$ cat config.mk
export PLATFORM = sky130hd
export DESIGN_NAME = pll_scan_chain_reconfig
export DESIGN_NICKNAME = d
export VERILOG_FILES = /design/src/verilog/pll_scan_pkg.sv /design/src/verilog/pll_counter_slice.sv /design/src/verilog/pll_scan_chain_reconfig.sv
export VERILOG_INCLUDE_DIRS = /design/src /design/src/verilog
export SDC_FILE = /design/constraint.sdc
export NUM_CORES = 1
export LEC_CHECK = 0
export ABC_AREA = 1
export BUFFER_PORTS_ARGS = -buffer_cell sky130_fd_sc_hd__clkbuf_2
export CORE_ASPECT_RATIO = 1.5
export CORE_MARGIN = 4
export CORE_UTILIZATION = 58
export CTS_CLUSTER_SIZE = 10
export DETAILED_ROUTE_END_ITERATION = 16
export PLACE_DENSITY_LB_ADDON = 0.12
export SLEW_MARGIN = 10
export SYNTH_ARGS = -nofsm -noshare
export SYNTH_HDL_FRONTEND = slang
export SYNTH_SLANG_ARGS = --single-unit
export TNS_END_PERCENT = 50
$ cat constraint.sdc
create_clock -name core_clk_in -period 2.1 [get_ports core_clk_in]
set_clock_uncertainty 0.05 [all_clocks]
set_input_delay 0.105 -clock core_clk_in [delete_from_list [all_inputs] [get_ports core_clk_in]]
set_output_delay 0.105 -clock core_clk_in [all_outputs]
set_load 0.1 [all_outputs]
$ cat src/verilog/pll_scan_defs.svh
// constants for the loop scan-chain reconfiguration block
`ifndef PLL_SCAN_DEFS_SVH
`define PLL_SCAN_DEFS_SVH

// chain geometry
`define CHAIN_BITS        144
`define SEG_COUNT         8
`define SEG_BITS          18
`define SHIFT_CNT_BITS    8

// shift clock ceiling, for reference by the controller side
`define SHIFT_CLK_MAX_MHZ 100

// register byte offsets
`define REG_CTRL          8'h00
`define REG_STATUS        8'h04
`define REG_ACTIVE0       8'h10
`define REG_ACTIVE4       8'h20

// control fields and reset value
`define CTRL_APPLY_EN_BIT 0
`define CTRL_RESET        32'h0000_0001

// status fields
`define STAT_DONE_BIT     0
`define STAT_RSTREQ_BIT   1
`define STAT_SHIFT_BIT    2
`define STAT_CNT_LSB      8

`endif

$ cat src/verilog/pll_scan_pkg.sv
// types shared by the scan-chain reconfiguration block
`include "pll_scan_defs.svh"
package pll_scan_pkg;

  // raw pins from the reconfiguration controller
  typedef struct packed {
    logic shift_clk;   // serial shift clock
    logic serial_in;   // serial settings data
    logic shift_en;    // shift enable
    logic apply;       // apply strobe
  } scan_link_t;

  // chain image as loaded or active
  typedef logic [`CHAIN_BITS-1:0] chain_image_t;

endpackage

$ cat src/verilog/pll_counter_slice.sv
// one counter's setting, taken on that counter's own clock
`timescale 1ns/1ps
`include "pll_scan_defs.svh"
module pll_counter_slice
  import pll_scan_pkg::*;
#(
  parameter int SEG_W = `SEG_BITS
) (
  input  wire logic             core_clk_in,    // system clock
  input  wire logic             rst_n_in,       // synchronous reset, active low
  input  wire logic             cnt_clk_in,     // counter clock pin, async
  input  wire logic             load_in,        // new staged setting pulse
  input  wire logic [SEG_W-1:0] seg_in,         // staged setting
  output logic      [SEG_W-1:0] seg_out,        // active setting
  output logic                  pending_out     // setting waits for its edge
);

  logic       cnt_s1;      // first synchroniser stage
  logic       cnt_s2;      // second synchroniser stage
  logic       cnt_s3;      // edge history
  wire        cnt_rise = cnt_s2 & ~cnt_s3;   // counter clock rising edge

  ////////////////////////////////////////////////////////////////////////////
  // counter clock synchroniser
  always_ff @(posedge core_clk_in) begin
    if (!rst_n_in) begin
      cnt_s1 <= 1'b0;
      cnt_s2 <= 1'b0;
      cnt_s3 <= 1'b0;
    end else begin
      cnt_s1 <= cnt_clk_in;
      cnt_s2 <= cnt_s1;
      cnt_s3 <= cnt_s2;
    end
  end

  ////////////////////////////////////////////////////////////////////////////
  // pending flag: a new load wins over the clear by an edge
  always_ff @(posedge core_clk_in) begin
    if (!rst_n_in) begin
      pending_out <= 1'b0;
    end else if (load_in) begin
      pending_out <= 1'b1;
    end else if (cnt_rise) begin
      pending_out <= 1'b0;
    end
  end

  ////////////////////////////////////////////////////////////////////////////
  // active setting changes only on this counter's own edge
  always_ff @(posedge core_clk_in) begin
    if (!rst_n_in) begin
      seg_out <= '0;
    end else if (pending_out && cnt_rise && !load_in) begin
      seg_out <= seg_in;
    end
  end

endmodule

$ cat src/verilog/pll_scan_chain_reconfig.sv
// scan-chain reconfiguration of the loop counters, with a wishbone view
`timescale 1ns/1ps
`include "pll_scan_defs.svh"
module pll_scan_chain_reconfig
  import pll_scan_pkg::*;
#(
  parameter int NSEG  = `SEG_COUNT,
  parameter int SEG_W = `SEG_BITS
) (
  input  wire logic                  core_clk_in,        // system clock, 125 MHz
  input  wire logic                  rst_n_in,           // synchronous reset, active low
  input  wire scan_link_t            link_in,            // controller pins, async
  input  wire logic                  loop_areset_in,     // loop reset pin, async
  input  wire logic [NSEG-1:0]       cnt_clk_in,         // per-counter clocks, async
  output logic                       done_out,           // update in progress
  output logic                       reset_needed_out,   // loop reset still owed
  output logic [`CHAIN_BITS-1:0]     config_out,         // active configuration
  input  wire logic                  wb_cyc_i,           // wishbone cycle
  input  wire logic                  wb_stb_i,           // wishbone strobe
  input  wire logic                  wb_we_i,            // wishbone write
  input  wire logic [7:0]            wb_adr_i,           // wishbone byte address
  input  wire logic [3:0]            wb_sel_i,           // wishbone byte lanes
  input  wire logic [31:0]           wb_dat_i,           // wishbone write data
  output logic [31:0]                wb_dat_o,           // wishbone read data
  output logic                       wb_ack_o            // wishbone acknowledge
);

  ////////////////////////////////////////////////////////////////////////////
  // link synchronisers
  scan_link_t   link_s1;       // first stage, read only by the second
  scan_link_t   link_s2;       // second stage
  logic         clk_s3;        // shift clock history
  logic         rst_s1;        // loop reset first stage
  logic         rst_s2;        // loop reset second stage
  logic         rst_s3;        // loop reset history

  always_ff @(posedge core_clk_in) begin
    if (!rst_n_in) begin
      link_s1 <= '0;
      link_s2 <= '0;
      clk_s3  <= 1'b0;
      rst_s1  <= 1'b0;
      rst_s2  <= 1'b0;
      rst_s3  <= 1'b0;
    end else begin
      link_s1 <= link_in;
      link_s2 <= link_s1;
      clk_s3  <= link_s2.shift_clk;
      rst_s1  <= loop_areset_in;
      rst_s2  <= rst_s1;
      rst_s3  <= rst_s2;
    end
  end

  wire shift_rise = link_s2.shift_clk & ~clk_s3;   // shift clock rising edge
  wire loop_rst_rise = rst_s2 & ~rst_s3;           // loop reset pulse seen

  ////////////////////////////////////////////////////////////////////////////
  // control register and its decode
  logic [31:0]  ctrl;                  // software control
  wire  apply_en = ctrl[`CTRL_APPLY_EN_BIT];
  wire  wb_req   = wb_cyc_i & wb_stb_i & ~wb_ack_o;
  // a write lands at the edge where the master samples ack high
  wire  wr_req   = wb_cyc_i & wb_stb_i & wb_ack_o & wb_we_i;
  wire  hit_ctrl = (wb_adr_i == `REG_CTRL);
  wire  hit_stat = (wb_adr_i == `REG_STATUS);
  wire  hit_act  = (wb_adr_i >= `REG_ACTIVE0) && (wb_adr_i <= `REG_ACTIVE4)
                   && (wb_adr_i[1:0] == 2'b00);
  wire  clr_rstreq = wr_req & hit_stat & wb_sel_i[0] & wb_dat_i[`STAT_RSTREQ_BIT];

  ////////////////////////////////////////////////////////////////////////////
  // shift state: arm on first edge after enable, shift on later edges
  chain_image_t                 chain;       // serial scan chain
  logic                         armed;       // first edge already passed
  logic [`SHIFT_CNT_BITS-1:0]   shift_cnt;   // bits taken this pass
  wire  do_shift = shift_rise & link_s2.shift_en & armed;

  always_ff @(posedge core_clk_in) begin
    if (!rst_n_in) begin
      armed <= 1'b0;
    end else if (!link_s2.shift_en) begin
      armed <= 1'b0;
    end else if (shift_rise) begin
      armed <= 1'b1;
    end
  end

  // chain moves only on a shift edge while enabled
  always_ff @(posedge core_clk_in) begin
    if (!rst_n_in) begin
      chain <= '0;
    end else if (do_shift) begin
      chain <= {link_s2.serial_in, chain[`CHAIN_BITS-1:1]};
    end
  end

  // count of bits shifted since the enable rose, saturating
  always_ff @(posedge core_clk_in) begin
    if (!rst_n_in) begin
      shift_cnt <= '0;
    end else if (!link_s2.shift_en) begin
      shift_cnt <= shift_cnt;        // kept for software after the pass
    end else if (shift_rise && !armed) begin
      shift_cnt <= '0;               // new pass starts
    end else if (do_shift && shift_cnt != '1) begin
      shift_cnt <= shift_cnt + 1'b1;
    end
  end

  ////////////////////////////////////////////////////////////////////////////
  // apply strobe: taken once per assertion at a shift clock edge
  logic          apply_seen;    // strobe already taken this assertion
  chain_image_t  staged;        // image waiting for counter edges
  wire  load = shift_rise & link_s2.apply & ~apply_seen & apply_en;

  always_ff @(posedge core_clk_in) begin
    if (!rst_n_in) begin
      apply_seen <= 1'b0;
    end else if (!link_s2.apply) begin
      apply_seen <= 1'b0;            // re-armed for the next pass
    end else if (shift_rise) begin
      apply_seen <= 1'b1;
    end
  end

  // staged image captured from the chain on the apply edge
  always_ff @(posedge core_clk_in) begin
    if (!rst_n_in) begin
      staged <= '0;
    end else if (load) begin
      staged <= chain;
    end
  end

  ////////////////////////////////////////////////////////////////////////////
  // one slice per counter, each taking its part on its own clock
  logic [NSEG-1:0]  pending;         // slices still waiting
  logic             load_d;          // load delayed to meet the staged image

  always_ff @(posedge core_clk_in) begin
    if (!rst_n_in) begin
      load_d <= 1'b0;
    end else begin
      load_d <= load;
    end
  end

  genvar g;
  generate
    for (g = 0; g < NSEG; g++) begin : g_seg
      pll_counter_slice #(
        .SEG_W (SEG_W)
      ) u_slice (
        .core_clk_in (core_clk_in),
        .rst_n_in    (rst_n_in),
        .cnt_clk_in  (cnt_clk_in[g]),
        .load_in     (load_d),
        .seg_in      (staged[g*SEG_W +: SEG_W]),
        .seg_out     (config_out[g*SEG_W +: SEG_W]),
        .pending_out (pending[g])
      );
    end
  endgenerate

  // done stays high from the apply edge until every slice has taken its part
  always_ff @(posedge core_clk_in) begin
    if (!rst_n_in) begin
      done_out <= 1'b0;
    end else begin
      done_out <= load | load_d | (|pending);
    end
  end

  ////////////////////////////////////////////////////////////////////////////
  // loop reset owed after an apply, cleared by the reset pulse or software
  always_ff @(posedge core_clk_in) begin
    if (!rst_n_in) begin
      reset_needed_out <= 1'b0;
    end else if (load) begin
      reset_needed_out <= 1'b1;      // set wins over clear
    end else if (loop_rst_rise || clr_rstreq) begin
      reset_needed_out <= 1'b0;
    end
  end

  ////////////////////////////////////////////////////////////////////////////
  // wishbone slave: one wait state, ack for one cycle
  wire [159:0]  act_pad  = {{(160-`CHAIN_BITS){1'b0}}, config_out};
  wire [2:0]    act_idx  = 3'(wb_adr_i[4:2] - 3'd4);
  wire [31:0]   act_word = act_pad[act_idx*32 +: 32];
  wire [31:0]   stat_word = {16'h0000, shift_cnt, 5'h00, armed,
                             reset_needed_out, done_out};
  wire [31:0]   rd_mux = hit_ctrl ? ctrl :
                         hit_stat ? stat_word :
                         hit_act  ? act_word : 32'h0000_0000;

  // control register with byte lanes
  always_ff @(posedge core_clk_in) begin
    if (!rst_n_in) begin
      ctrl <= `CTRL_RESET;
    end else if (wr_req && hit_ctrl) begin
      for (int b = 0; b < 4; b++) begin
        if (wb_sel_i[b]) begin
          ctrl[b*8 +: 8] <= wb_dat_i[b*8 +: 8];
        end
      end
    end
  end

  // ack and read data registered together
  always_ff @(posedge core_clk_in) begin
    if (!rst_n_in) begin
      wb_ack_o <= 1'b0;
      wb_dat_o <= '0;
    end else begin
      wb_ack_o <= wb_req;
      wb_dat_o <= (wb_req && !wb_we_i) ? rd_mux : 32'h0000_0000;
    end
  end

endmodule

# Yosys cells after proc, flatten, opt, wreduce, memory -nomap -nowiden
# Index checks and enable logic that the tools add are counted.
[classes]
n_addsub = 2
n_mul = 0
div_mod_pow = 0
order_cmp = 2
eq_ne = 2
n_shift = 1
n_mux = 23
bitwise = 36
n_reduce_logical = 47
[op_table]
columns = ["op", "n"]
rows = [
  ["variable part select 160 x 9 -> 32 bit", 1],
  ["2-to-1 mux 32 bit", 3],
  ["AND 1 bit", 22],
  ["logical AND 1 bit", 22],
  ["nonzero test 2 bit", 10],
  ["2-to-1 mux 1 bit", 18],
  ["2-to-1 mux 8 bit", 2],
  ["AND reduction 2 bit", 8],
  ["inverter 1 bit", 12],
  ["adder 8 x 1 -> 8 bit (second input constant)", 1],
  ["equality test 8 x 3 -> 1 bit (second input constant)", 1],
  [">= comparator 8 x 5 -> 1 bit (second input constant)", 1],
  ["less-or-equal comparator 8 x 6 -> 1 bit (second input constant)", 1],
  ["zero test 8 bit", 1],
  ["!= test 8 bit (second input constant)", 1],
  ["OR reduction 8 bit", 1],
  ["zero test 1 bit", 3],
  ["subtractor 3 bit (second input constant)", 1],
  ["zero test 2 bit", 1],
  ["OR 1 bit", 2],
  ["logical OR 1 bit", 1],
]
[word_totals]
register_bits = 554
latch_bits = 0
mem_bits_rw = 0
rom_bits = 0
in_bits = 62
output_inout_bits = 179
elab_cells = 179
memories = 0

# Depth between registers and ports, before layout
# Gate-level depths: netlist of the first run.
[depth]
depth_word = 9
ltp_mapped = 12
depth_no_buf = 10

# Cells and area by module
# Synthesis of the first run repeated with hierarchy kept, for this count alone.
[unflattened]
hier_cells = 2999
area_unflattened_um2 = 22044.9
[modules_own_cells]
columns = ["module", "instances", "cells_each", "area_per_inst_um2", "seq_area_each_um2"]
rows = [
  ["pll_scan_chain_reconfig", 1, 1927, 14627.8, 7567.3],
  ["pll_counter_slice", 8, 134, 927.1, 440.4],
]

# Worst setup path after synthesis of the first run
# Ideal clock, no wire load.
[synth_timing]
path_type = "register to register"
from = "register wb_ack_o"
to = "register ctrl[0]"
setup_ps = 133
arrival_time_ps = 1888
required_ps = 1917
setup_slack_ps = 29
stages_incl_launch_ff = 6
path_buffers = 0
synth_period_minus_slack_ps = 2071
cell_sequence = "dfxtp_1 -> nand4_1 -> nor2_8 -> nand2_1 -> nand2_1 -> nand3_1"
[synth_between]
elab_chain_cells = 4
[synth_lines]
columns = ["item", "line_no", "text"]
rows = [
  ["from (decl)", "pll_scan_chain_reconfig.sv:25", "output logic wb_ack_o"],
  ["from (signal assigned)", "pll_scan_chain_reconfig.sv:216", "wb_ack_o <= wb_req;"],
  ["AND 1 bit (2 in a row)", "pll_scan_chain_reconfig.sv:64", "wire wr_req = wb_cyc_i & wb_stb_i & wb_ack_o & wb_we_i;"],
  ["logical AND 1 bit", "pll_scan_chain_reconfig.sv:201", "end else if (wr_req && hit_ctrl) begin"],
  ["AND reduction 2 bit (no line)", "n/a", ""],
  ["to (signal assigned)", "pll_scan_chain_reconfig.sv:200", "ctrl <= `CTRL_RESET;"],
  ["to (signal, indexed assignment)", "pll_scan_chain_reconfig.sv:204", "ctrl[b*8 +: 8] <= wb_dat_i[b*8 +: 8];"],
  ["to (decl)", "pll_scan_chain_reconfig.sv:60", "logic [31:0] ctrl;"],
]
# No other way between the ends.
# A chain may end at the register's enable or synchronous reset.

# Worst setup path after layout of the first run
[layout_timing]
from = "input port rst_n_in"
to = "register wb_dat_o[10]"
[layout_between]
elab_chain_cells = 1
[layout_lines]
columns = ["item", "line_no", "text"]
rows = [
  ["from (decl)", "pll_scan_chain_reconfig.sv:11", "input wire logic rst_n_in,"],
  ["AND reduction 2 bit (no line)", "n/a", ""],
  ["to (signal assigned)", "pll_scan_chain_reconfig.sv:217", "wb_dat_o <= (wb_req && !wb_we_i) ? rd_mux : 32'h0000_0000;"],
  ["to (decl)", "pll_scan_chain_reconfig.sv:24", "output logic [31:0] wb_dat_o,"],
]
# No other way between the ends.

==> results.tsv, run 1 <==
stage	metric	value	unit
critical_path	critical_path.max_fanout	25	
timing	drv_slew	0	
critical_path	critPathBufInv	4	
detailed_routing	via_per_inst	5.48	
critical_path	cp-end-kind	flop	
detailed_routing	wirelength	60700	um
critical_path	cp.arrival	2530	ps
cts	root_buffer	clkbuf_16	
cts	cts_made_buffers	61	
critical_path	r2r-end	staged[112]$_SDFFE_PN0P_	
power	p_switching	4.47	mW
timing	setup_viol	0	
timing	fin_crit	2050	ps
critical_path	required	2570	ps
detailed_routing	firstDrtPassIters	6	
synthesis	synthTopCellsByArea	dfxtp_1 54%, o21ai_0 11%, a21oi_1 9.9%, nand2_1 5.6%, nor2_1 5.1%	
critical_path	worstSetupPathType	in -> reg	
global_route	grt_usage	30.5	%
run	drv_cap	0	
cells_and_area	final_nets	2957	
critical_path	path_cells	dlygate4sd3_1, buf_8, nand3_1, dlygate4sd3_1, nor2_1, nand2_1, inv_1, o21ai_0, nor2_1	
synthesis	synth_nets	2699	
power	power	20.5	mW
power	p_leak	9.83	nW
synthesis	ys_seq_area_share	54.1	%
detailed_routing	vias	18494	
worst_hold_path	min_to	wb_dat_o[18]$_SDFF_PN0_	
synthesis	ys_warn_count	0	
floorplanning	die_x	162	um
critical_path	worstReg2RegStart	ctrl[0]$_SDFFE_PN1P_	
detailed_routing	drcViolationCount	0	
critical_path	cp-start-kind	input pin	
floorplanning	die_h	238	um
worst_hold_path	hold_class	in -> reg	
floorplanning	rows	84	
critical_path	reg2reg_depth	7	
global_route	grt_start_max_net_pins	189	
critical_path	critical-path-top-delay-family	buffers and inverters	
synthesis	synth_top_family_by_area	compound AO/OA/AOI/OAI gates	
power	combPwrFrac	4.3	%
synthesis	syn_area	20500	sq um
power	seq_power_share	51.8	%
critical_path	startpoint	rst_n_in	
cts	cts_buffer_depth	3	
critical_path	ff2ff_setup_slack	140	ps
floorplanning	ios	241	
synthesis	synth-xor-area-share	0	%
synthesis	yosysUniqueCellTypes	32	
power	clkPwrFrac	44.0	%
synthesis	synth_top_area_share	54.1	%
synthesis	syn_avg_cell_area	7.78	sq um
cells_and_area	final_cell_mix	554 x dfxtp_1, 462 x o21ai_0, 404 x a21oi_1	
detailed_routing	drtAntennaViolNets	0	
cts	clkTransAtPathRegs	60	ps
worst_hold_path	hp-start	wb_adr_i[1]	
power	ir_worst_vdd	0.652	mV
cts	worst_skew_pair.late_latency	590	ps
placement	gp_congestion	1.00	
placement	place_ws	209	ps
detailed_routing	detail_route.wl_per_cell	18.0	um
timing	tightest_slew	697	ps
placement	dp_hpwl	41500	um
power	pwr_density_cell	839	nW/um^2
cts	cts_sinks	554	
critical_path	max_stage_delay	590	ps
critical_path	crit_slowest_cell	dlygate4sd3_1	
cells_and_area	final_common_cell	dfxtp_1	
timing	max_freq	487	MHz
global_route	antenna_found_initial	2	
floorplanning	dieArea	38500	sq um
timing	hold_violations	0	
power	p_int	16.0	mW
synthesis	synthCells	2636	
cells_and_area	drive_gt1_share	13.7	%
synthesis	synth.area.mux_share	0	%
timing	final.period_utilization	97.8	%
global_route	overflow	0	
synthesis	yosysTopAreaCell	dfxtp_1	
cts	htree_levels	2	
power	swShare	21.8	%
synthesis	synth_compound_area_share	22.3	%
floorplanning	fp.coreArea	35000	sq um
global_route	grt_pass1_vias	17618	
status	status	completed	
placement	portBuffers	240	
worst_hold_path	whs_path_depth	6	
cells_and_area	n_fill_cell	2879	
detailed_routing	drt-initial-drc-count	1801	
cells_and_area	syn2layout_area_growth	19.3	%
timing	slew_headroom	53.1	%
floorplanning	start_util	58.6	%
synthesis	synthSimpleGateAreaFrac	14.3	%
timing	whs	38.4	ps
synthesis	synthAdderAreaFrac	0.0610	%
synthesis	ys_seq_elements	554	
global_route	grt_pass1_wl	93800	um
cts	cts_tree	built	
timing	layout_setup_ws	46.4	ps
power by group through the flow:
stage	clock network, mW	logic (mW)	registers (mW)
3_3_place_gp	0	0.739	10.8
2_1_floorplan	0	0.485	10.9
4_1_cts	9.14	0.848	10.6
5_1_grt	9.55	0.963	10.6
6_report	9.02	0.877	10.6
3_5_place_dp	0	0.744	10.8
worst reg2reg max path, cell delays in order, from the launching register on:
cell	delay, ps
dfxtp_1	390
inv_1	90
nor2_1	100
nand3_1	280
inv_6	330
buf_4	310
o21ai_0	150
a21oi_1	170
flip-flops by register name, indices dropped and copies added, names as in the netlist, 4 cells and up:
name                       cells
chain                        144
ctrl                          32
g_seg.u_slice.cnt_s1           8
g_seg.u_slice.cnt_s2           8
g_seg.u_slice.cnt_s3           8
g_seg.u_slice.pending_out      8
g_seg.u_slice.seg_out        144
link_s1                        4
link_s2                        4
shift_cnt                      8
staged                       144
wb_dat_o                      32
stage by stage:
step	utilization, %	cells	instance area, sq um	TNS (ps)
floorplan	-	2636	20500	0
global placement	62.6	3210	21900	0
detailed placement	62.6	3210	21900	0
CTS	69.7	3364	24400	0
global route	69.9	3370	24400	-297
finish	69.9	3372	24500	0
cells in the mapped netlist:
library cell / number
o21ai_4: 1
buf_12: 1
nand2_1: 306
dfxtp_1: 554
nand2_2: 12
inv_1: 270
nor3_1: 5
nor3b_1: 1
o22ai_1: 1
nor4_1: 1
a211oi_1: 1
clkinv_1: 3
buf_4: 12
inv_2: 7
buf_2: 49
o21ai_1: 20
a21oi_1: 404
nor2_1: 281
nor2_8: 1
ha_1: 1
buf_6: 5
nand2_4: 2
nor2_2: 4
nand3_1: 88
nor2_4: 2
clkbuf_1: 116
o21ai_0: 462
buf_1: 2
a21oi_2: 10
nand4_1: 12
a41oi_1: 1
o211ai_1: 1
timing repair:
item / in CTS / in global routing
buffers inserted: 0 / 3
resized for setup: 0 / 2
hold buffers: 89 / 0
endpoints found under the setup margin: 0 / 21
hold endpoints to repair: 95 / 0
worst max-delay path by stage:
| stage | end | cells after the start |
|---|---|---|
| 6_report | wb_dat_o[10]$_SDFF_PN0_ | 9 |
| 5_1_grt | wb_dat_o[15]$_SDFF_PN0_ | 9 |
| 4_1_cts | ctrl[7]$_SDFFE_PN0P_ | 5 |
| 3_5_place_dp | staged[112]$_SDFFE_PN0P_ | 7 |
| 3_3_place_gp | staged[102]$_SDFFE_PN0P_ | 7 |
| 2_1_floorplan | ctrl[0]$_SDFFE_PN1P_ | 5 |
metal layers:
layer | vias to the layer above | wire length (um) | global-route usage [%]
met1 | 8553 | 24300 | 37.2
li1 | 9060 | - | -
met2 | 723 | 29400 | 52.3
met3 | 158 | 3740 | 4.68
met4 | 0 | 3320 | 15.5
met5 | - | 0 | 0
cell type report:
type	instances	area [sq um]	share of cell area, %
Antenna cell	3	7.51	0.0307
Clock buffer	63	1560	6.36
Clock inverter	2	23.8	0.0972
Inverter	280	1060	4.32
Multi-Input combinational cell	1619	7550	30.9
Sequential cell	554	11100	45.4
Tap cell	473	592	2.42
Timing Repair Buffer	378	2580	10.6
cells by family (layout without fill, tap and decap cells):
| family | Yosys count | count (layout) |
|---|---|---|
| compound gates | 901 | 901 |
| fa+ha+maj | 1 | 1 |
| buf+inv | 465 | 723 |
| flops | 554 | 554 |
| other cells | 0 | 3 |
| simple gates | 715 | 717 |
Power figures use the tool's default switching activity.
==> run 2, diff against run 1 <==
--- a/config.mk
+++ b/config.mk
@@ -8,9 +8,10 @@
 export LEC_CHECK = 0
 export ABC_AREA = 1
 export BUFFER_PORTS_ARGS = -buffer_cell sky130_fd_sc_hd__clkbuf_2
+export CAP_MARGIN = 10
 export CORE_ASPECT_RATIO = 1.5
 export CORE_MARGIN = 4
-export CORE_UTILIZATION = 58
+export CORE_UTILIZATION = 55
 export CTS_CLUSTER_SIZE = 10
 export DETAILED_ROUTE_END_ITERATION = 16
 export PLACE_DENSITY_LB_ADDON = 0.12
==> results.tsv, run 2 (synthesized netlist as in run 1, its figures left out) <==
stage	metric	value	unit	change
floorplanning	die_x	166	um	+2.6%
critical_path	reg2reg_depth	6		-1
critical_path	ff2ff_setup_slack	220	ps	+80 ps
global_route	grt_start_max_net_pins	219		+16%
floorplanning	die_h	244	um	+2.6%
timing	drv_slew	0		unchanged
critical_path	worstSetupPathType	in -> reg		
critical_path	path_cells	dlygate4sd3_1, clkbuf_2, nor2_2, buf_6, nand2_4, inv_2, nand2_2, nor2_4, nand3_1, dlygate4sd3_1, a21oi_1		
timing	hold_violations	0		unchanged
timing	max_freq	502	MHz	+3.1%
cells_and_area	final_nets	2958		+0.034%
cells_and_area	final_common_cell	dfxtp_1		
critical_path	cp-end-kind	flop		
power	pwr_density_cell	840	nW/um^2	about the same
detailed_routing	detail_route.wl_per_cell	17.9	um	-0.85%
detailed_routing	drtAntennaViolNets	0		unchanged
cells_and_area	final_cells	3386		+0.42%
global_route	antenna_found_initial	1		-1
power	power	20.6	mW	+0.54%
critical_path	required	2570	ps	about the same
detailed_routing	firstDrtPassIters	6		unchanged
floorplanning	ios	241		unchanged
timing	rsz0062_at_grt	no		
critical_path	worstReg2RegStart	load_d$_SDFF_PN0_		
cts	root_buffer	clkbuf_16		
cts	cts_tree	built		
global_route	overflow	0		unchanged
status	status	completed		
placement	dp.cells	3225		+0.47%
global_route	grt_pass1_vias	17360		-1.5%
cells_and_area	n_fill_cell	3128		+8.6%
placement	portBuffers	240		unchanged
cts	cts_buffer_depth	3		unchanged
cells_and_area	top_regs	chain (144), g_seg.u_slice.seg_out (144), staged (144)		
detailed_routing	via_per_inst	5.47		-0.30%
critical_path	cp.arrival	2460	ps	-70 ps
critical_path	critical_path.max_fanout	11		-56%
global_route	grt_pass1_wl	93800	um	about the same
cts	cts_made_buffers	61		unchanged
floorplanning	fp.coreArea	36800	sq um	+5.1%
timing	fin_crit	1990	ps	-61.2 ps
cts	worst_skew_pair.late_latency	600	ps	about the same
critical_path	cp-start-kind	input pin		
floorplanning	dieArea	40500	sq um	+5.2%
critical_path	cp_common_cell	dlygate4sd3_1		
timing	fin_setup_tns	0	ps	unchanged
floorplanning	rows	86		+2.4%
critical_path	r2r-end	g_seg[3].u_slice.seg_out[11]$_SDFFE_PN0P_		
worst_hold_path	min_to	ctrl[10]$_SDFFE_PN0P_		
timing	final.period_utilization	94.9	%	-2.9 points
power	ir_worst_vdd	0.633	mV	-2.9%
detailed_routing	vias	18515		+0.11%
run	drv_cap	0		unchanged
cells_and_area	drive_gt1_share	13.7	%	+0.075 points
worst_hold_path	hp-start	wb_sel_i[1]		
critical_path	max_stage_delay	580	ps	about the same
timing	slew_headroom	50.9	%	-2.2 points
global_route	grt_usage	28.6	%	-1.9 points
detailed_routing	drt-initial-drc-count	1745		-3.1%
cts	clkTransAtPathRegs	50	ps	about the same
placement	gp_congestion	0.939		-6.6%
critical_path	crit_slowest_cell	dlygate4sd3_1		
power	p_leak	9.89	nW	+0.53%
timing	setup_viol	0		unchanged
cells_and_area	final_cell_mix	554 x dfxtp_1, 462 x o21ai_0, 404 x a21oi_1		
floorplanning	start_util	55.7	%	-2.9 points
cells_and_area	n_antenna_cell	0		-3
detailed_routing	wirelength	60500	um	-0.44%
worst_hold_path	whs_path_depth	4		-2
worst_hold_path	hold_class	in -> reg		
cells_and_area	syn2layout_area_growth	19.8	%	
cts	cts_sinks	554		unchanged
detailed_routing	drcViolationCount	0		unchanged
timing	tightest_slew	737	ps	+40.2 ps
placement	dp_hpwl	41800	um	+0.68%
cts	htree_levels	2		unchanged
## run 2: cell count changes in the layout (fill, tap and decap cells not counted), moves of 2 or more
cell | before | now
buf_12 | 9 | 15
buf_4 | 40 | 37
clkbuf_1 | 1 | 6
diode_2 | 3 | 0
dlygate4sd3_1 | 89 | 87
## run 2: final cells by class
| class | count | area (sq um) | share of cell area [%] |
|---|---|---|---|
| flip-flops and latches | 554 | 11100 | 45.1 |
| multi-input cells | 1618 | 7530 | 30.7 |
| repair buffers | 380 | 2670 | 10.9 |
| clock buffers | 69 | 1600 | 6.51 |
| inverters | 280 | 1060 | 4.31 |
| well taps | 484 | 606 | 2.47 |
| clock inverters | 1 | 8.76 | 0.0357 |
## run 2: worst max-delay path: cells and delay by family
family                 cells  cell delay [ps]
AND/OR/NAND/NOR            5              740
AO/OA/AOI/OAI              1              160
buffers and inverters      5             1450
## run 2: what timing repair did
item | in CTS | in global routing
setup endpoints to repair | 0 | 22
hold buffers | 86 | 1
endpoints found under the hold margin | 66 | 3
resized for setup | 0 | 3
setup buffers | 0 | 3
## run 2: where the power goes
group	internal [mW]	total, mW	switching [mW]
registers	10.6	10.6	0.0332
clock network	5.25	9.12	3.87
logic	0.309	0.882	0.572
## run 2: how the worst max path moves through the flow
stage	start	endpoint	slack, ps	cells past startpoint
floorplan	wb_ack_o$_SDFF_PN0_	ctrl[0]$_SDFFE_PN1P_	30	5
global placement	load_d$_SDFF_PN0_	g_seg[4].u_slice.seg_out[10]$_SDFFE_PN0P_	220	7
detailed placement	load_d$_SDFF_PN0_	g_seg[4].u_slice.seg_out[0]$_SDFFE_PN0P_	210	7
CTS	wb_ack_o$_SDFF_PN0_	ctrl[6]$_SDFFE_PN0P_	40	5
global route	wb_adr_i[1]	ctrl[12]$_SDFFE_PN0P_	8	11
finish	wb_adr_i[1]	ctrl[12]$_SDFFE_PN0P_	110	11
## run 2: metrics by stage
stage	hold WS [ps]	area (sq um)	utilization (%)	setup slack [ps]
final	68.2	24600	66.8	108
after global routing	126	24600	66.8	8.12
after CTS	0.306	24500	66.6	43.4
after detailed placement	244	22000	59.9	210
after global placement	244	22000	59.9	221
after floorplan	153	20500	-	28.9
## run 2: per-layer routing
metal | share of wire (%) | up-vias | global-route usage (%) | wire length [um]
met5 | 0.018 | - | 0 | 11
met4 | 5.3 | 2 | 13.9 | 3180
met3 | 6.3 | 163 | 4.53 | 3810
met2 | 48 | 682 | 48.8 | 29300
met1 | 40 | 8598 | 35.3 | 24200
li1 | - | 9070 | - | -
==> run 3, diff against run 2 <==
--- a/config.mk
+++ b/config.mk
@@ -6,10 +6,8 @@
 export SDC_FILE = /design/constraint.sdc
 export NUM_CORES = 1
 export LEC_CHECK = 0
-export ABC_AREA = 1
 export BUFFER_PORTS_ARGS = -buffer_cell sky130_fd_sc_hd__clkbuf_2
-export CAP_MARGIN = 10
-export CORE_ASPECT_RATIO = 1.5
+export CAP_MARGIN = 20
 export CORE_MARGIN = 4
 export CORE_UTILIZATION = 55
 export CTS_CLUSTER_SIZE = 10
==> results.tsv, run 3 <==
stage	metric	value	unit	change
status	status	completed		
detailed_routing	wirelength	65800	um	+8.8%
critical_path	ff2ff_setup_slack	20	ps	-200 ps
placement	dp.cells	3061		-5.1%
synthesis	synthFlopType	dfxtp_1		
cts	cts_tree	built		
critical_path	r2r-end	wb_dat_o[3]$_SDFF_PN0_		
synthesis	netlist_top_cells_count	912 x nand2_1, 554 x dfxtp_1, 433 x a21boi_0		
synthesis	synthTopCellsByArea	dfxtp_1 52%, nand2_1 16%, a21boi_0 15%, mux4_2 2.2%, clkbuf_1 1.9%		
timing	drv_slew	0		unchanged
synthesis	synthAdderAreaFrac	0.0587	%	-0.0023 points
timing	layout_setup_ws	18.5	ps	-89.0 ps
synthesis	synth-edff-count	0		unchanged
worst_hold_path	whs_path_depth	5		+1
detailed_routing	vias	18039		-2.6%
cells_and_area	final_cells	3235		-4.5%
cells_and_area	top_regs	chain (144), g_seg.u_slice.seg_out (144), staged (144)		
floorplanning	rows	71		-17%
placement	dp_hpwl	43400	um	+3.8%
cells_and_area	drive_gt1_share	14.6	%	+0.86 points
critical_path	crit_slowest_cell	dlygate4sd3_1		
synthesis	synthCells	2451		-7.0%
cts	cts_sinks	554		unchanged
timing	setup_viol	0		unchanged
global_route	grt_start_max_net_pins	265		+21%
detailed_routing	drtAntennaViolNets	0		unchanged
synthesis	ys_seq_area_share	52.0	%	-2.1 points
cells_and_area	final_cell_mix	911 x nand2_1, 553 x dfxtp_1, 433 x a21boi_0		
timing	hold_violations	0		unchanged
synthesis	synth-xor-area-share	0.123	%	+0.12 points
detailed_routing	detail_route.wl_per_cell	20.3	um	+14%
critical_path	worstReg2RegStart	wb_ack_o$_SDFF_PN0_		
critical_path	cp-start-kind	flop		
cts	cts_buffer_depth	3		unchanged
timing	final.period_utilization	99.1	%	+4.2 points
timing	rsz0062_at_grt	yes		
floorplanning	dieArea	42000	sq um	+3.6%
synthesis	synth_nets	2514		-6.9%
global_route	antenna_found_initial	0		-1
synthesis	yosysMostFrequentCell	nand2_1		
placement	portBuffers	240		unchanged
critical_path	cp.arrival	2540	ps	+80 ps
timing	whs	163	ps	+94.7 ps
worst_hold_path	hold_class	in -> reg		
detailed_routing	drcViolationCount	0		unchanged
run	drv_cap	0		unchanged
cells_and_area	area.sequential	11100	sq um	about the same
cts	htree_levels	2		unchanged
critical_path	max_stage_delay	620	ps	+40 ps
global_route	grt_pass1_vias	17094		-1.5%
cells_and_area	final_common_cell	nand2_1		
global_route	grt_usage	30.2	%	+1.6 points
placement	place_ws	82.8	ps	-127 ps
cts	clkTransAtPathRegs	60	ps	about the same
critical_path	required	2560	ps	about the same
timing	max_freq	480	MHz	-4.3%
synthesis	ys_warn_count	0		unchanged
floorplanning	fp.coreArea	37900	sq um	+3.1%
critical_path	cp-end-kind	flop		
detailed_routing	drt-initial-drc-count	1444		-17%
floorplanning	start_util	56.2	%	+0.47 points
synthesis	synth_compound_area_share	19.1	%	-3.2 points
power	pwr_density_cell	798	nW/um^2	-4.9%
synthesis	syn_avg_cell_area	8.69	sq um	+12%
cells_and_area	n_fill_cell	3090		-1.2%
cts	worst_skew_pair.late_latency	610	ps	about the same
synthesis	synthSimpleGateAreaFrac	21.6	%	+7.3 points
critical_path	path_cells	nand4b_1, dlygate4sd3_1, or2_2, buf_6, a311oi_1		
synthesis	async_reset_ff_share	0	%	unchanged
synthesis	synth_top_family_by_area	simple AND/OR/NAND/NOR gates		
cells_and_area	final_nets	2780		-6.0%
cells_and_area	n_antenna_cell	0		unchanged
global_route	grt_pass1_wl	98800	um	+5.3%
floorplanning	die_x	205	um	+24%
timing	slew_headroom	32.3	%	-19 points
synthesis	yosysTopAreaCell	dfxtp_1		
critical_path	reg2reg_depth	5		-1
cells_and_area	multi_input_area	9420	sq um	+25%
timing	fin_crit	2080	ps	+89.0 ps
cts	root_buffer	clkbuf_16		
synthesis	synth_top_area_share	52.0	%	-2.1 points
global_route	overflow	0		unchanged
synthesis	synth.area.mux_share	3.30	%	+3.3 points
synthesis	ys_seq_elements	554		unchanged
placement	gp_congestion	0.958		+2.1%
synthesis	yosysUniqueCellTypes	52		+63%
synthesis	syn_area	21300	sq um	+3.9%
power	p_leak	9.11	nW	-7.9%
cells_and_area	syn2layout_area_growth	20.1	%	
floorplanning	die_h	205	um	-16%
detailed_routing	via_per_inst	5.58		+2.0%
worst_hold_path	hp-start	wb_adr_i[4]		
floorplanning	ios	241		unchanged
critical_path	critical_path.max_fanout	14		+3
critical_path	worstSetupPathType	reg -> reg		
power	ir_worst_vdd	0.634	mV	+0.24%
worst_hold_path	min_to	wb_dat_o[8]$_SDFF_PN0_		
cts	cts_made_buffers	61		unchanged
detailed_routing	firstDrtPassIters	5		-1
timing	tightest_slew	1020	ps	+279 ps
[run 3: changes by cell type after synthesis, sizes merged, moves of 38 or more]
cell | previous run | this run
nand2 | 320 | 912
a21boi | 0 | 433
o21ai | 483 | 70
a21oi | 414 | 29
inv | 277 | 5
nor2 | 288 | 23
nand3 | 88 | 41
and2 | 0 | 38
[run 3: layout make-up]
class	instances	area share [%]
clock buffers	69	6.25
clock inverters	1	0.0342
inverters	5	0.0734
multi-input cells	1712	36.8
flip-flops and latches	554	43.4
well taps	511	2.50
repair buffers	383	10.9
[run 3: how the worst max path moves through the flow]
stage	cells after the start	startpoint	to	slack, ps
floorplan	5	wb_ack_o$_SDFF_PN0_	ctrl[4]$_SDFFE_PN0P_	5
global placement	3	load_d$_SDFF_PN0_	g_seg[1].u_slice.seg_out[17]$_SDFFE_PN0P_	180
detailed placement	3	load_d$_SDFF_PN0_	g_seg[5].u_slice.seg_out[4]$_SDFFE_PN0P_	80
CTS	5	wb_ack_o$_SDFF_PN0_	wb_dat_o[3]$_SDFF_PN0_	0.6
global route	5	wb_ack_o$_SDFF_PN0_	wb_dat_o[3]$_SDFF_PN0_	-20
finish	5	wb_ack_o$_SDFF_PN0_	wb_dat_o[3]$_SDFF_PN0_	20
[run 3: cell families after synthesis]
| logic type | Yosys count |
|---|---|
| and+or+nand+nor | 1091 |
| DFF | 554 |
| adders and majority gates | 1 |
| muxes | 44 |
| AOI/OAI and AO/OA | 573 |
| xor gates and xnor gates | 3 |
| buffers and inverters | 185 |
[run 3: through the flow]
step	util [%]	cell area [sq um]	setup TNS, ps	power [mW]
2_1_floorplan	-	21300	0	11.2
3_3_place_gp	60.3	22900	0	11.3
5_1_grt	67.4	25600	-21.9	21.0
6_report	67.4	25600	0	20.4
3_5_place_dp	60.3	22900	0	11.3
4_1_cts	67.2	25500	0	20.5
[run 3: worst max-delay path, delay by kind of cell (launching register included)]
| family | cells | cell delay, ps |
|---|---|---|
| buffers and inverters | 2 | 820 |
| AND/OR/NAND/NOR | 2 | 570 |
| flip-flops | 1 | 320 |
| AO/OA/AOI/OAI | 1 | 210 |
[run 3: report_power, final]
group	internal, mW	switching, mW	leakage, nW
clock network	5.25	3.93	0.788
registers	10.5	0.0153	4.47
logic	0.326	0.351	3.85
total	16.1	4.30	9.11
[run 3: repair_timing]
item / 4_1_cts / 5_1_grt
setup buffers: 0 / 2
gates resized for setup: 0 / 12
hold buffers: 102 / 0
endpoints found under the setup margin: 0 / 174
hold endpoints to repair: 78 / 0
[run 3: layer usage]
metal | GRT usage (%) | vias up | share of wire, %
li1 | - | 8608 | -
met3 | 4.59 | 152 | 7.3
met5 | 0 | - | 0
met1 | 40.6 | 8580 | 42
met2 | 47.7 | 699 | 45
met4 | 15.3 | 0 | 5.5
